### src/verilog/wit_pkg.sv
// constants, register map and field layout of the watchdog/interval timer
// assumes one 250 MHz system clock; all timing is counted in its cycles
package wit_pkg;
   // system clock figures
   localparam int CLK_MHZ = 250;
   // internal chip reset and external trip pulse, in system clock states
   localparam int WD_RESET_STATES = 518;
   localparam int TRIP_OUT_STATES = 132;
   localparam int STATES_PER_CYCLE = 1;
   localparam logic [9:0] WD_RESET_CYCLES = 10'(WD_RESET_STATES * STATES_PER_CYCLE);
   localparam logic [9:0] TRIP_OUT_CYCLES = 10'(TRIP_OUT_STATES * STATES_PER_CYCLE);

   // register port addresses (byte addresses within the block)
   localparam logic [3:0] ADDR_CTRL = 4'h0;
   localparam logic [3:0] ADDR_COUNT = 4'h1;
   localparam logic [3:0] ADDR_TRIP = 4'h3;
   localparam logic [3:0] ADDR_IRQ_STAT = 4'h4;
   localparam logic [3:0] ADDR_IRQ_EN = 4'h5;
   localparam logic [3:0] ADDR_IRQ_CLR = 4'h6;

   // password bytes in the upper half of a word write
   localparam logic [7:0] PW_COUNT = 8'h5A;
   localparam logic [7:0] PW_CTRL = 8'hA5;
   localparam logic [7:0] PW_TRIP_OE = 8'h5A;
   localparam logic [7:0] PW_TRIP_CLR = 8'hA5;
   localparam logic [7:0] TRIP_CLR_DATA = 8'h00;

   // control/status byte fields
   localparam int CTRL_OVF_BIT = 7;
   localparam int CTRL_MODE_BIT = 6;
   localparam int CTRL_EN_BIT = 5;
   localparam int CTRL_CKS_LSB = 0;
   localparam logic [1:0] CTRL_RSVD = 2'h3;
   // trip status byte fields
   localparam int TRIP_FLAG_BIT = 7;
   localparam int TRIP_OE_BIT = 6;
   localparam logic [5:0] TRIP_RSVD = 6'h3F;

   // interrupt status layout
   localparam int IRQ_OVF_BIT = 0;
   localparam int IRQ_TRIP_BIT = 1;
   localparam int IRQ_W = 2;

   // reset values and the counter maximum
   localparam logic [7:0] COUNT_RESET = 8'h00;
   localparam logic [7:0] COUNT_MAX = 8'hFF;
   localparam logic [2:0] CKS_RESET = 3'h0;

   // prescaler: log2 of each divide ratio, codes zero to seven
   localparam int PRE_W = 12;
   localparam logic [3:0] DIV_LOG2 [8] = '{4'h1, 4'h5, 4'h6, 4'h7, 4'h8, 4'h9, 4'hB, 4'hC};
endpackage : wit_pkg

### src/verilog/wit_prescaler.sv
// prescaler: one-cycle count pulse at the selected division of the system clock
// assumes a synchronous clear from the owner and a stable select while counting
`timescale 1ns/1ps
module wit_prescaler
   import wit_pkg::*;
#(
   parameter int WIDTH = PRE_W
) (
   input wire logic mclk_in,
   input wire logic rst_n_in,
   input wire logic clear_in,
   input wire logic [2:0] sel_in,
   output logic tick_out
);
   logic [WIDTH-1:0] cnt;
   logic [WIDTH-1:0] mask;

   generate
      if (WIDTH < PRE_W) begin : g_bad
         $error("prescaler narrower than the largest divide ratio");
      end
   endgenerate

   // ratio is a power of two: pulse when the low log2 bits are all ones
   always_comb begin
      mask = WIDTH'((1 << DIV_LOG2[sel_in]) - 1);
   end

   always_ff @(posedge mclk_in or negedge rst_n_in) begin
      if (!rst_n_in) begin
         cnt <= '0;
         tick_out <= 1'b0;
      end else if (clear_in) begin
         cnt <= '0;
         tick_out <= 1'b0;
      end else begin
         cnt <= cnt + WIDTH'(1);
         tick_out <= ((cnt & mask) == mask);
      end
   end
endmodule : wit_prescaler

### src/verilog/wit_timer.sv
// watchdog / interval timer top: counter, control, trip reset and interrupts
// assumes a single-cycle strobe register port; rst_n_in is the hard init pin
//
// Contract
// - watchdog overflow holds the internal chip reset for 518 states.
// - with trip output enabled, the trip pin goes low for 132 states.
// - watchdog reset shares the pin reset vector; trip flag tells them apart.
// - a pin reset in the same cycle as a watchdog reset wins.
// - interval mode raises an interrupt request on every overflow, unless a same-cycle control write clears enable or sets watchdog mode.
// - wrap from maximum to zero sets the overflow flag and its effect together.
// - trip flag is set on watchdog overflow together with the chip reset.
// - internal reset clears overflow flag, keeps trip flag; software clears it.
// - interval interrupt is requested whenever the overflow flag sets in interval mode, unless a same-cycle control write clears enable or sets watchdog mode.
// - a count pulse during a count write is lost; the written value stays.
// - count and control take only passworded word writes; byte writes do nothing.
// - with enable clear the count is held at zero, except for one cycle after a count write; setting it starts counting.
// - divider select picks system clock over 2,32,64,128,256,512,2048,4096.
// - software clears the overflow flag only by reading it set, then writing zero.
`timescale 1ns/1ps
module wit_timer
   import wit_pkg::*;
(
   input wire logic mclk_in,
   input wire logic rst_n_in,
   input wire logic [3:0] addr_in,
   input wire logic [15:0] wdata_in,
   input wire logic wr_in,
   input wire logic wr_word_in,
   input wire logic rd_in,
   output logic [7:0] rdata_out,
   output logic chip_reset_n_out,
   output logic trip_out_pin_n_out,
   output logic interval_irq_out,
   output logic irq_out
);
   typedef struct packed {
      logic [7:0] count;
      logic ovf;
      logic mode;
      logic en;
      logic [2:0] cks;
      logic trip;
      logic trip_oe;
      logic ovf_armed;
      logic trip_armed;
      logic [9:0] rst_cnt;
      logic [9:0] pin_cnt;
      logic [IRQ_W-1:0] istat;
      logic [IRQ_W-1:0] ien;
      logic [7:0] rdata;
      logic chip_rst_n;
      logic trip_n;
      logic interval_irq;
      logic irq;
   } wit_state_s;

   wit_state_s st;
   wit_state_s next_st;
   logic [1:0] rst_sync;
   logic rst_n;
   logic tick;
   logic in_reset;
   logic wr_cnt;
   logic wr_ctrl;
   logic wr_trip_oe;
   logic wr_trip_clr;
   logic overflow;
   logic wd_over;
   logic [IRQ_W-1:0] ev;

   // pin reset released through two flops; assertion stays asynchronous
   always_ff @(posedge mclk_in or negedge rst_n_in) begin
      if (!rst_n_in) begin
         rst_sync <= 2'b00;
      end else begin
         rst_sync <= {rst_sync[0], 1'b1};
      end
   end
   assign rst_n = rst_sync[1];

   assign in_reset = (st.rst_cnt != 10'h000);

   // divider held cleared while stopped so the first period after enable is whole
   wit_prescaler #(
      .WIDTH(PRE_W)
   ) u_pre (
      .mclk_in(mclk_in),
      .rst_n_in(rst_n),
      .clear_in(!st.en || in_reset),
      .sel_in(st.cks),
      .tick_out(tick)
   );

   // byte writes never reach the counter or control registers
   assign wr_cnt = wr_in && wr_word_in && !in_reset && (addr_in == ADDR_CTRL)
                   && (wdata_in[15:8] == PW_COUNT);
   assign wr_ctrl = wr_in && wr_word_in && !in_reset && (addr_in == ADDR_CTRL)
                    && (wdata_in[15:8] == PW_CTRL);
   assign wr_trip_oe = wr_in && wr_word_in && !in_reset && (addr_in == ADDR_TRIP)
                       && (wdata_in[15:8] == PW_TRIP_OE);
   assign wr_trip_clr = wr_in && wr_word_in && !in_reset && (addr_in == ADDR_TRIP)
                        && (wdata_in[15:8] == PW_TRIP_CLR)
                        && (wdata_in[7:0] == TRIP_CLR_DATA);

   // a pulse in a count-write cycle is dropped in favour of the write
   assign overflow = tick && st.en && !in_reset && !wr_cnt && (st.count == COUNT_MAX);
   assign wd_over = overflow && st.mode;
   assign ev[IRQ_OVF_BIT] = overflow;
   assign ev[IRQ_TRIP_BIT] = wd_over;

   always_comb begin
      next_st = st;
      // counting
      if (wr_cnt) begin
         next_st.count = wdata_in[7:0];
      end else if (!st.en) begin
         next_st.count = COUNT_RESET;
      end else if (tick) begin
         next_st.count = st.count + 8'h01;
      end
      // overflow flag: clear needs an armed read; a new overflow beats the clear
      if (wr_ctrl) begin
         next_st.mode = wdata_in[CTRL_MODE_BIT];
         next_st.en = wdata_in[CTRL_EN_BIT];
         next_st.cks = wdata_in[CTRL_CKS_LSB +: 3];
         if (!wdata_in[CTRL_OVF_BIT] && st.ovf_armed) begin
            next_st.ovf = 1'b0;
         end
         next_st.ovf_armed = 1'b0;
      end
      if (rd_in && (addr_in == ADDR_CTRL) && st.ovf) begin
         next_st.ovf_armed = 1'b1;
      end
      if (overflow) begin
         next_st.ovf = 1'b1;
      end
      // trip status
      if (wr_trip_oe) begin
         next_st.trip_oe = wdata_in[TRIP_OE_BIT];
      end
      if (wr_trip_clr) begin
         if (st.trip_armed) begin
            next_st.trip = 1'b0;
         end
         next_st.trip_armed = 1'b0;
      end
      if (rd_in && (addr_in == ADDR_TRIP) && st.trip) begin
         next_st.trip_armed = 1'b1;
      end
      if (wd_over) begin
         next_st.trip = 1'b1;
         next_st.rst_cnt = WD_RESET_CYCLES;
         if (st.trip_oe) begin
            next_st.pin_cnt = TRIP_OUT_CYCLES;
         end
      end
      // internal chip reset: clears the counter side, keeps trip flag and its enable
      if (in_reset) begin
         next_st.rst_cnt = st.rst_cnt - 10'h001;
         next_st.count = COUNT_RESET;
         next_st.ovf = 1'b0;
         next_st.mode = 1'b0;
         next_st.en = 1'b0;
         next_st.cks = CKS_RESET;
         next_st.ovf_armed = 1'b0;
         next_st.istat = '0;
         next_st.ien = '0;
      end
      if (st.pin_cnt != 10'h000) begin
         next_st.pin_cnt = st.pin_cnt - 10'h001;
      end
      // interrupt status: set wins over a same-cycle clear
      if (wr_in && !in_reset && (addr_in == ADDR_IRQ_CLR)) begin
         next_st.istat = next_st.istat & ~wdata_in[IRQ_W-1:0];
      end
      if (wr_in && !in_reset && (addr_in == ADDR_IRQ_EN)) begin
         next_st.ien = wdata_in[IRQ_W-1:0];
      end
      if (!in_reset) begin
         next_st.istat = next_st.istat | ev;
      end
      // read data, one cycle after the strobe
      next_st.rdata = 8'h00;
      if (rd_in) begin
         case (addr_in)
            ADDR_CTRL: next_st.rdata = {st.ovf, st.mode, st.en, CTRL_RSVD, st.cks};
            ADDR_COUNT: next_st.rdata = st.count;
            ADDR_TRIP: next_st.rdata = {st.trip, st.trip_oe, TRIP_RSVD};
            ADDR_IRQ_STAT: next_st.rdata = 8'(st.istat);
            ADDR_IRQ_EN: next_st.rdata = 8'(st.ien);
            default: next_st.rdata = 8'h00;
         endcase
      end
      // registered outputs
      next_st.chip_rst_n = !((next_st.rst_cnt != 10'h000));
      next_st.trip_n = (next_st.pin_cnt == 10'h000);
      next_st.interval_irq = next_st.ovf && !next_st.mode && next_st.en;
      next_st.irq = |(next_st.istat & next_st.ien);
   end

   // pin reset clears everything, trip flag included, and overrides a same-cycle trip
   always_ff @(posedge mclk_in or negedge rst_n) begin
      if (!rst_n) begin
         st <= '0;
         st.chip_rst_n <= 1'b1;
         st.trip_n <= 1'b1;
      end else begin
         st <= next_st;
      end
   end

   assign rdata_out = st.rdata;
   assign chip_reset_n_out = st.chip_rst_n;
   assign trip_out_pin_n_out = st.trip_n;
   assign interval_irq_out = st.interval_irq;
   assign irq_out = st.irq;

   // delay bounds must be local plain ints, so they are derived here from the package counts
   localparam int WD_LEN_M1 = WD_RESET_STATES - 1;
   localparam int TRIP_LEN_M1 = TRIP_OUT_STATES - 1;

   property p_wd_reset_len;
      @(posedge mclk_in) disable iff (!rst_n)
      $fell(chip_reset_n_out) |-> ##[WD_LEN_M1:WD_LEN_M1] !chip_reset_n_out ##1 chip_reset_n_out;
   endproperty
   a_wd_reset_len: assert property (p_wd_reset_len) else $error("chip reset length wrong");

   property p_trip_len;
      @(posedge mclk_in) disable iff (!rst_n)
      $fell(trip_out_pin_n_out) |-> ##[TRIP_LEN_M1:TRIP_LEN_M1] !trip_out_pin_n_out
         ##1 trip_out_pin_n_out;
   endproperty
   a_trip_len: assert property (p_trip_len) else $error("trip pulse length wrong");

   property p_trip_gated;
      @(posedge mclk_in) disable iff (!rst_n)
      (wd_over && !st.trip_oe) |=> trip_out_pin_n_out;
   endproperty
   a_trip_gated: assert property (p_trip_gated) else $error("trip pulse while disabled");

   property p_wd_sets_trip;
      @(posedge mclk_in) disable iff (!rst_n)
      wd_over |=> st.trip && st.ovf && !chip_reset_n_out ##1 !st.ovf && st.trip;
   endproperty
   a_wd_sets_trip: assert property (p_wd_sets_trip) else $error("trip flag or ovf wrong");

   property p_ovf_wrap;
      @(posedge mclk_in) disable iff (!rst_n)
      (st.count == COUNT_MAX && tick && st.en && !wr_cnt && !in_reset)
         |=> st.ovf && st.count == COUNT_RESET;
   endproperty
   a_ovf_wrap: assert property (p_ovf_wrap) else $error("wrap did not set ovf");

   // the request is registered beside the flag, so it shows in the same cycle as the flag
   property p_interval_irq;
      @(posedge mclk_in) disable iff (!rst_n)
      (overflow && !st.mode && !wr_ctrl) |=> interval_irq_out;
   endproperty
   a_interval_irq: assert property (p_interval_irq) else $error("interval request missing");

   property p_interval_no_reset;
      @(posedge mclk_in) disable iff (!rst_n)
      (overflow && !st.mode) |=> chip_reset_n_out;
   endproperty
   a_interval_no_reset: assert property (p_interval_no_reset) else $error("reset in interval mode");

   property p_trip_kept;
      @(posedge mclk_in) disable iff (!rst_n)
      in_reset |=> st.trip;
   endproperty
   a_trip_kept: assert property (p_trip_kept) else $error("trip flag lost in chip reset");

   property p_count_step;
      @(posedge mclk_in) disable iff (!rst_n)
      (tick && st.en && !wr_cnt && !in_reset) |=> st.count == $past(st.count) + 8'h01;
   endproperty
   a_count_step: assert property (p_count_step) else $error("count did not advance by one");

   property p_write_wins;
      @(posedge mclk_in) disable iff (!rst_n)
      wr_cnt |=> st.count == $past(wdata_in[7:0]);
   endproperty
   a_write_wins: assert property (p_write_wins) else $error("count write lost");

   property p_byte_ignored;
      @(posedge mclk_in) disable iff (!rst_n)
      (wr_in && !wr_word_in && addr_in == ADDR_CTRL && !tick && !in_reset)
         |=> $stable(st.cks) && $stable(st.en)
            && (st.count == ($past(st.en) ? $past(st.count) : COUNT_RESET));
   endproperty
   a_byte_ignored: assert property (p_byte_ignored) else $error("byte write took effect");

   property p_hold_zero;
      @(posedge mclk_in) disable iff (!rst_n)
      (!st.en && !wr_cnt) |=> st.count == COUNT_RESET;
   endproperty
   a_hold_zero: assert property (p_hold_zero) else $error("count not held at zero");

   property p_ovf_clear_needs_read;
      @(posedge mclk_in) disable iff (!rst_n)
      (st.ovf && !st.ovf_armed && !in_reset) |=> st.ovf;
   endproperty
   a_ovf_clear_needs_read: assert property (p_ovf_clear_needs_read)
      else $error("ovf cleared without read");
endmodule : wit_timer

### config.mk
export PLATFORM = sky130hd
export DESIGN_NAME = wit_timer
export DESIGN_NICKNAME = d
export VERILOG_FILES = /design/src/verilog/wit_pkg.sv /design/src/verilog/wit_prescaler.sv /design/src/verilog/wit_timer.sv
export SDC_FILE = /design/constraint.sdc
export NUM_CORES = 1
export LEC_CHECK = 0
export BUFFER_PORTS_ARGS = -buffer_cell sky130_fd_sc_hd__buf_2
export CORE_MARGIN = 4
export CORE_UTILIZATION = 60
export CTS_CLUSTER_DIAMETER = 200
export DETAILED_ROUTE_END_ITERATION = 6
export GPL_TIMING_DRIVEN = 0
export PLACE_DENSITY = 0.8
export SETUP_SLACK_MARGIN = 0.2
export SKIP_CTS_REPAIR_TIMING = 1
export SLEW_MARGIN = 15
export SYNTH_ARGS = -nofsm -noshare
export SYNTH_HDL_FRONTEND = slang
export SYNTH_SLANG_ARGS = --single-unit
### constraint.sdc
create_clock -name mclk_in -period 2.6 [get_ports mclk_in]
set_input_delay 0.13 -clock mclk_in [delete_from_list [all_inputs] [get_ports mclk_in]]
set_output_delay 0.13 -clock mclk_in [all_outputs]
set_load 0.005 [all_outputs]
**Yosys cells after proc, flatten, opt, wreduce, memory -nomap -nowiden**

Memory sizes are Yosys's and may differ from the RTL's.
Cells that the tools add are included.

- Output and inout port bits: 12
- Memory bits (writable): 0
- Logic and storage cells: 118
- Input port bits: 25
- Latch bits: 0
- Memories: 1
- Register bits: 69
- Bits in read-only memories: 32

- Bitwise operators: 6
- Shift operators: 1
- Add/sub/neg operators: 5
- $lt $le $gt $ge: 1
- Reductions and logical operators: 44
- Multiplexer cells: 29
- Divide/modulo/power cells: 0
- Multiply operators: 0
- Eq/ne operators: 10

Memories:

| name | depth | width | rd ports | clocked after memory_dff | write ports | line | source |
|---|---|---|---|---|---|---|---|
| (name not given) | 8 | 4 | 1 | 0 | 0 | wit_prescaler.sv:26 | `mask = WIDTH'((1 << DIV_LOG2[sel_in]) - 1);` |

Operator list:

| cell | count |
|---|---|
| $pmux 8 s5 | 1 |
| $mux 8 | 4 |
| $mux 10 | 3 |
| $reduce_bool 10->1 | 3 |
| $logic_and 1x1->1 | 24 |
| $mux 20 | 1 |
| $sub 10x1->10 const B | 2 |
| $eq 8x8->1 const B | 2 |
| $mux 14 | 1 |
| $add 12x1->12 const B | 1 |
| $and 12x12->12 | 1 |
| $eq 12x12->1 | 1 |
| $eq 4x3->1 const B | 3 |
| $mux 12 | 1 |
| $mux 4 | 3 |
| $shl 1x4->12 const A | 1 |
| $sub 12x2->12 const B | 1 |
| $mux 1 | 11 |
| $logic_not 10->1 | 1 |
| $add 8x1->8 const B | 1 |
| $eq 8x7->1 const B | 1 |
| $logic_not 8->1 | 1 |
| $reduce_bool 2->1 | 4 |
| $logic_not 1->1 | 6 |
| other kinds (15) | 18 |

**Longest topological paths before layout**

Gate-level depths: netlist of run 1.

- Depth after elaboration: 13
- Mapped depth: 9
- Gate-level depth less buffers: 8

**Cells and area by module**

A second synthesis of run 1 with hierarchy kept.

- Cell total of the unflattened synthesis: 445
- Area, all modules: 3993.8 µm²

By module, submodules not included:

| module | area each (µm²) | cells an instance | times used | seq. area each (µm²) |
|---|---|---|---|---|
| wit_timer | 3120.5 | 350 | 1 | 1403.8 |
| wit_prescaler | 873.3 | 95 | 1 | 325.3 |

**Least setup slack after synthesis of run 1**

No wires, ideal clock.

- Kind: reg-to-reg
- From: reg st[41] in the netlist's numbering
- To: reg u_pre.tick_out
- Buffers on the path: 1
- Arrival time: 2254 ps
- Path slack: 221 ps
- Period minus slack after synthesis: 2379 ps
- Cell stages (with the launch flop): 10
- Setup time: 125 ps
- Data required time: 2475 ps
- Cells stage by stage: dfrtp_1 -> clkbuf_1 -> inv_1 -> ha_1 -> inv_1 -> or3_1 -> ha_1 -> nor2_1 -> a2111o_1 -> a2111oi_0

- Longest elaborated chain between the ends: 9

RTL lines:

| element | line | source |
|---|---|---|
| start: declaration | wit_timer.sv:57 | `wit_state_s st;` |
| start signal: assignment | wit_timer.sv:208 | `st <= next_st;` |
| $not 3->4 (not written as such) (*) | wit_prescaler.sv:26 |  |
| $mem_v2 8x4 (*) | n/a |  |
| $mux 4 (not written as such) (*) (2 in series) | wit_prescaler.sv:26 |  |
| $shl 1x4->12 (*) | wit_prescaler.sv:26 |  |
| $sub 12x2->12 (*) | wit_prescaler.sv:26 |  |
| $and 12x12->12 | wit_prescaler.sv:38 | `tick_out <= ((cnt & mask) == mask);` |
| $eq 12x12->1 (*) | wit_prescaler.sv:38 |  |
| $mux 1 (*) | wit_prescaler.sv:33 | `end else if (clear_in) begin` |
| end signal: assignment | wit_prescaler.sv:38 |  |
| end: declaration | wit_prescaler.sv:13 | `output logic tick_out` |

Every way passes the cells marked *; elsewhere a longest branch is shown, timed or not. The select of a mux whose other input is x is not followed.
A chain may end at the register's enable or synchronous reset.

**Worst setup path in the final report of run 1**

Same ends and word-level chain as after synthesis.

==> metrics.yaml, run 1 <==
outcome:
  outcome: "complete, no violations"
die:
  fp.dieH_um: 89.33
  dieWidth_um: 89.33
  io_pins: 37
  rows: 29
  dieArea_um2: 7980
  coreArea_um2: 6386
  start_util: 0.6215
sta:
  finalClockSkew_ps: 10.54
  finalSetupViolCount: 0
  rsz0062_at_grt: "true"
  hold_viol: 0
  worstMarginPinSlew_ps: 780.5
  slew_headroom: 0.4754
  period_minus_slack_ps: 2492
  drv_slew: 0
  fmax_ghz: 0.4012
  period_share: 0.9586
power_and_ir_drop:
  p_sw_uw: 442.9
  peakVddDrop_v: 0.0003965
  seqPwrFrac: 0.562
  internal-power_mw: 1.513
  leakagePower_nw: 1.970
  p_clk_frac: 0.391
  pwr-share-comb: 0.047
  netSwitchingFraction: 0.2265
  total_power_mw: 1.955
  power_density_nw_per_um2: 431.5
routing:
  routed_wl_um: 9261
  drt_iter0_drc: 227
  drt_first_pass_iters: 7
  via_count: 3386
  drc: 0
  vias_per_cell: 6.247
  drtAntennaViolNets: 0
  wl_per_cell_um: 17.09
worst_hold_path:
  hold_depth: 3
  whs_endpoint: "st[42]$_DFFE_PN0P_"
  hold_path.class: "primary input to register"
  hp-start: "wdata_in[2]"
run:
  maxCapViolCount: 0
logic_synthesis:
  yosysSeqAreaShare: 0.4357
  syn_area_um2: 3969
  synthFlopType: "dfrtp_1"
  syn_avg_cell_area_um2: 9.680
  ys_seq_elements: 69
  async_flop_share: 1.000
  synth_edf_count: 0
  ys_types: 61
  ys_warn_count: 0
  synthesis.nets: 444
  synthCells: 410
setup_path:
  r2r_start: "st[41]$_DFFE_PN0P_"
  end_kind: "register"
  cp_slowest_cell: "dfrtp_1"
  critPathMaxStageDelay_ps: 420
  crit_chain: "clkbuf_2, inv_2, ha_4, inv_1, or3_1, ha_1, nor2_1, a2111o_1, a2111oi_4"
  r2r_cells: 9
  cp_max_fo: 8
  r2r-end: "u_pre.tick_out$_DFF_PN0_"
  critPathLaunchType: "register"
  worst-path-buf-inv: 3
  arrival_ps: 2720
  critPathTopFamily: "compound AO/OA/AOI/OAI gates"
  r2r_setup_slack_ps: 110
  cp.required_ps: 2830
  worstSetupPathType: "register to register"
cts:
  clk_latency_ps: 340
  cts_root_buf: "clkbuf_8"
  cts_tree: "built"
  clock-sinks: 69
  cts.clk_slew.worst_paths_ps: 70
  cts_inserted_buffers: 9
  clock_path_buffers: 2
  htreeDepth: 3
global_route:
  antenna_found_initial: 0
  grt_max_degree: 36
  grt_pass1_vias: 3345
  gr-total-overflow: 0
  grt.total_usage: 0.2503
  grt_pass1_wl_um: 15380
finish:
  fin_area_um2: 4532
  antenna_cells: 0
  register_area_um2: 1733
  final_cell_mix: "66 x dfrtp_1, 36 x nor2_1, 35 x buf_2, 33 x o21ai_0, 33 x nand2_1"
  nFillCells: 495
  multi_input_area_um2: 2117
  layout_commonest_cell: "dfrtp_1"
  drive_gt1_frac: 0.1957
  nets: 495
  area_delta_synth_final_pct: 14.19
  fin_cells: 542
placement:
  post-dp-hpwl_um: 6794
  placed_area_um2: 4264
  port_buffers: 35
  gp_congestion: 0.9347
  placed_cells: 523
-- sequential cells by signal, summed over array words and instances (netlist names) --
name,flops
u_pre.tick_out,1
st,42
trip_out_pin_n_out,1
u_pre.cnt,12
rst_sync,2
rdata_out,8
interval_irq_out,1
irq_out,1
chip_reset_n_out,1
-- how the worst max path moves through the flow --
stage	from	end	slack (ps)	depth (start not counted)
finish	st[41]$_DFFE_PN0P_	u_pre.tick_out$_DFF_PN0_	110	9
global route	st[41]$_DFFE_PN0P_	u_pre.tick_out$_DFF_PN0_	30	9
CTS	st[41]$_DFFE_PN0P_	u_pre.tick_out$_DFF_PN0_	-220	9
detailed placement	st[41]$_DFFE_PN0P_	u_pre.tick_out$_DFF_PN0_	-160	9
global placement	rst_sync[1]$_DFF_PN0_	st[24]$_DFF_PN0_	-180	0
floorplan	st[41]$_DFFE_PN0P_	u_pre.tick_out$_DFF_PN0_	220	9
-- per-stage QoR --
| stage | setup WS, ps | TNS (ps) | hold WS, ps | utilization |
|---|---|---|---|---|
| after floorplan | 220.7 | 0 | -165.6 | - |
| after global placement | -184.8 | -11960 | -84.65 | 0.6640 |
| after detailed placement | -155.2 | -155.2 | -84.26 | 0.6677 |
| after CTS | -222.9 | -222.9 | -454.1 | 0.6942 |
| after global routing | 27.75 | 0 | 59.84 | 0.7096 |
| final | 107.7 | 0 | 63.10 | 0.7096 |
-- power groups by stage --
stage | registers [mW] | logic (mW) | clock network [mW]
finish | 1.10 | 0.0927 | 0.764
floorplan | 1.12 | 0.0379 | 0
detailed placement | 1.12 | 0.0898 | 0
CTS | 1.10 | 0.0901 | 0.788
global route | 1.10 | 0.102 | 0.842
global placement | 1.13 | 0.0744 | 0
-- synthesized netlist by cell type (2+ instances only) --
cell       instances  area [um2]
nand3b_1           2       15.01
a222oi_1           4       40.04
mux2i_1           10       100.1
and3_1             3       18.77
and2_1             5       31.28
dfstp_2            2       52.55
mux2_2             4       45.04
o2bb2ai_1          8       70.07
o211ai_1           3       22.52
xor2_1             9       78.83
o21ai_0           33       165.2
or3_1             13       81.33
nand2b_1           5       31.28
nor4b_1            3       26.28
nor3_2             3       30.03
xnor2_1           13       113.9
inv_1             18       67.56
clkbuf_1           4       15.01
o21a_1             2       15.01
a21boi_0           5       37.54
nor2b_1            7       43.79
ha_1               9       112.6
buf_4              9       67.56
nor3_1             8       40.04
nor4_1             4       25.02
nand3_1           21       105.1
nand2_1           33       123.9
a22o_1             2       17.52
a2111oi_0          3       26.28
a21oi_1           15       75.07
or3b_1             2       17.52
nor4bb_1           5       50.05
nand4_1            9       56.30
and4_1             2       17.52
a31oi_1            2       12.51
dfrtp_1           67        1677
a221oi_1           3       26.28
nand4b_1           2       17.52
nor2_1            36       135.1
-- cells by family after synthesis --
family                   count (synthesis)  synth area share
AND/OR/NAND/NOR                        171            0.2509
AO/OA/AOI/OAI                           90            0.1532
flip-flops                              69            0.4357
buffers and inverters                   34           0.04571
XOR/XNOR                                22           0.04855
multiplexers                            14           0.03657
adder cells (fa/ha/maj)                  9           0.02837
other                                    1         0.0009449
-- cell type report --
type / count / share of cell area
inverter: 18 / 0.01491
clock inverter: 2 / 0.002209
sequential: 69 / 0.3824
multi-input combinational: 307 / 0.4671
tap: 77 / 0.02126
timing repair buffer: 40 / 0.05025
clock buffer: 13 / 0.03506
buffer: 16 / 0.02678
-- per-layer routing --
metal  global-route usage  share of wire
met5                    0              0
met3              0.05899          0.063
met1               0.3227           0.42
met4               0.1137          0.020
met2               0.4005           0.50
-- worst reg2reg max path, cell delays in order (launching register included) --
cell and delay, ps:
dfrtp_1 420, clkbuf_2 200, inv_2 110, ha_4 160, inv_1 60, or3_1 380, ha_1 280, nor2_1 40
a2111o_1 420, a2111oi_4 310
No activity file was read; power rests on OpenSTA's default activity.
==> run 2, diff against run 1 <==
Settings changed: SYNTH_HIERARCHICAL from default to 1.
==> metrics.yaml, run 2 <==
logic_synthesis:
  synth_area_leaders: "dfrtp_1 42%, nand2_1 4.7%, nor2_1 4.5%, o21ai_0 3.8%, ha_1 2.8%"
  synthesis.nets: 479  # +7.9%
  yosys-top-cells-count: "67 x dfrtp_1, 50 x nand2_1, 48 x nor2_1"
  yosysSeqAreaShare: 0.4330  # -0.002730
  synth.top_cell.area_share: 0.4198  # -0.002647
  synthCells: 445  # +8.5%
  synth_top_area_cell: "dfrtp_1"
  ys_warn_count: 6  # +6
  synth_edf_count: 0  # unchanged
  async_flop_share: 1.000  # unchanged
  syn_avg_cell_area_um2: 8.975  # -7.3%
  syn_area_um2: 3994  # +0.63%
  synthFlopType: "dfrtp_1"
  yosysMostFrequentCell: "dfrtp_1"
  ys_types: 72  # +18%
  ys_seq_elements: 69  # unchanged
sta:
  finalSetupViolCount: 0  # unchanged
  hold_viol: 0  # unchanged
  period_share: 0.9062  # -0.05238
  period_minus_slack_ps: 2356  # -136.2 ps
  rsz0062_at_grt: "true"
  drv_slew: 0  # unchanged
  fmax_ghz: 0.4244  # +5.8%
  worstMarginPinSlew_ps: 645.9  # -134.5 ps
  finalClockSkew_ps: 6.433  # -4.106 ps
  slew_headroom: 0.5661  # +0.09071
global_route:
  antenna_found_initial: 0  # unchanged
  grt_pass1_wl_um: 15390  # about the same
  grt.total_usage: 0.2496  # -0.0007235
  grt_pass1_vias: 3383  # +1.1%
  grt_max_degree: 51  # +42%
  gr-total-overflow: 0  # unchanged
power_and_ir_drop:
  seqPwrFrac: 0.556  # -0.006
  leakagePower_nw: 2.032  # +3.1%
  p_clk_frac: 0.402  # +0.011
  power_density_nw_per_um2: 422.5  # -2.1%
  p_sw_uw: 440.1  # -0.62%
  internal-power_mw: 1.509  # -0.24%
  pwr-share-comb: 0.042  # -0.005
  netSwitchingFraction: 0.2258  # -0.0006687
  peakVddDrop_v: 0.0003136  # -21%
  total_power_mw: 1.949  # -0.33%
die:
  start_util: 0.6219  # about the same
  coreArea_um2: 6422  # +0.57%
  dieArea_um2: 8025  # +0.57%
  fp.dieH_um: 89.59  # +0.29%
  dieWidth_um: 89.59  # +0.29%
  io_pins: 37  # unchanged
  rows: 29  # unchanged
run:
  maxCapViolCount: 0  # unchanged
cts:
  cts_root_buf: "clkbuf_8"
  clock-sinks: 69  # unchanged
  cts_inserted_buffers: 9  # unchanged
  clk_latency_ps: 340  # about the same
  clock_path_buffers: 2  # unchanged
  cts.clk_slew.worst_paths_ps: 70  # about the same
  htreeDepth: 3  # unchanged
  cts_tree: "built"
finish:
  regMostFlops: "st"
  largest_reg_flops: 42  # unchanged
  nets: 531  # +7.3%
  antenna_cells: 0  # unchanged
  final_cell_mix: "65 x dfrtp_1, 49 x nand2_1, 47 x nor2_1, 38 x buf_2, 30 x o21ai_0"
  area_delta_synth_final_pct: 15.51
  drive_gt1_frac: 0.2052  # +0.009480
  nFillCells: 500  # +1.0%
  fin_util: 0.7183  # +0.008654
  layout_commonest_cell: "dfrtp_1"
worst_hold_path:
  hold_depth: 3  # unchanged
  whs_endpoint: "st[43]$_DFF_PN0_"
  hold_path.class: "primary input to register"
  hp-start: "wdata_in[5]"
routing:
  via_count: 3588  # +6.0%
  drt_first_pass_iters: 5  # -2
  wl_per_cell_um: 16.65  # -2.5%
  drt_iter0_drc: 301  # +33%
  vias_per_cell: 6.197  # -0.81%
  drtAntennaViolNets: 0  # unchanged
  routed_wl_um: 9642  # +4.1%
  drc: 0  # unchanged
placement:
  gp_congestion: 0.8730  # -6.6%
  port_buffers: 35  # unchanged
  post-dp-hpwl_um: 6934  # +2.1%
setup_path:
  cp_max_fo: 4  # -4
  arrival_ps: 2590  # -130 ps
  cp.required_ps: 2840  # about the same
  r2r_start: "st[21]$_DFF_PN0_"
  r2r-end: "trip_out_pin_n_out$_DFF_PN1_"
  critPathLaunchType: "register"
  r2r_setup_slack_ps: 240  # +140 ps
  end_kind: "register"
  worstSetupPathType: "register to register"
  r2r_cells: 6  # -3
outcome:
  outcome: "complete, no violations"
==> run 2: changes by cell type after synthesis, sizes merged, moves of 5 or more <==
cell | previous run | this run
nor3 | 11 | 17
clkbuf | 4 | 10
o2bb2ai | 8 | 0
a21oi | 15 | 22
nor2 | 38 | 48
mux2i | 10 | 2
nand2 | 33 | 51
nand3 | 21 | 16
a21o | 0 | 5
==> run 2: critical path: stages, from the launching register on <==
cell	delay, ps
dfrtp_1	430
or4_4	580
nor3_4	190
nand2_2	110
or3_4	360
a41o_2	280
a2111oi_4	310
==> run 2: area by class of cell <==
| class | instances | area, um2 | share of cell area |
|---|---|---|---|
| multi-input cells | 334 | 2156 | 0.4673 |
| clock buffers | 15 | 166.4 | 0.03607 |
| clock inverters | 1 | 5.005 | 0.001085 |
| repair buffers | 41 | 242.7 | 0.05262 |
| flip-flops and latches | 69 | 1734 | 0.3759 |
| well taps | 77 | 96.34 | 0.02088 |
| plain buffers | 23 | 141.4 | 0.03065 |
| inverters | 19 | 71.32 | 0.01546 |
==> run 2: metal layers <==
| layer | part of all wire | routed length [um] | global-route usage |
|---|---|---|---|
| met2 | 0.50 | 4813 | 0.4116 |
| met3 | 0.056 | 544 | 0.04562 |
| met4 | 0.018 | 176 | 0.09472 |
| met1 | 0.43 | 4107 | 0.3277 |
| met5 | 0 | 0 | 0 |
==> run 2: kinds of logic (layout without fill, tap and decap cells) <==
logic type | after synthesis | count (layout) | share of synthesized area
other | 1 | 1 | 0.0009389
AO/OA/AOI/OAI | 104 | 104 | 0.1758
AND/OR/NAND/NOR | 197 | 197 | 0.2582
flip-flops | 69 | 69 | 0.4330
XOR/XNOR | 17 | 17 | 0.03728
buffers and inverters | 42 | 99 | 0.05044
adder cells (fa/ha/maj) | 9 | 9 | 0.02820
multiplexers | 6 | 6 | 0.01629
==> run 2: per-stage QoR <==
stage / std cells / area [um2] / setup TNS (ps) / hold WS [ps] / setup WS, ps
floorplan: 445 / 3995 / 0 / -165.6 / 292.0
global placement: 557 / 4267 / -10650 / -84.76 / -304.9
detailed placement: 558 / 4298 / -278.7 / -81.66 / -278.7
CTS: 574 / 4469 / -355.8 / -448.5 / -355.8
global route: 579 / 4613 / 0 / 80.59 / 146.2
finish: 579 / 4613 / 0 / 86.08 / 243.9
==> run 2: power by group through the flow <==
stage                     registers [mW]  logic, mW  clock network, mW
after floorplan                     1.11     0.0269                  0
after global placement              1.12     0.0602                  0
after detailed placement            1.10     0.0813                  0
after CTS                           1.08     0.0816              0.792
after global routing                1.08     0.0921              0.848
final                               1.08     0.0824              0.783
==> run 2: worst max-delay path by stage <==
| stage | cells past startpoint | endpoint | start | slack, ps |
|---|---|---|---|---|
| floorplan | 10 | u_pre/tick_out$_DFF_PN0_ | st[26]$_DFF_PN0_ | 290 |
| global placement | 10 | u_pre/tick_out$_DFF_PN0_ | st[26]$_DFF_PN0_ | -300 |
| detailed placement | 10 | u_pre/tick_out$_DFF_PN0_ | st[26]$_DFF_PN0_ | -280 |
| CTS | 10 | u_pre/tick_out$_DFF_PN0_ | st[26]$_DFF_PN0_ | -360 |
| global route | 10 | u_pre/tick_out$_DFF_PN0_ | st[26]$_DFF_PN0_ | 150 |
| finish | 6 | trip_out_pin_n_out$_DFF_PN1_ | st[21]$_DFF_PN0_ | 240 |
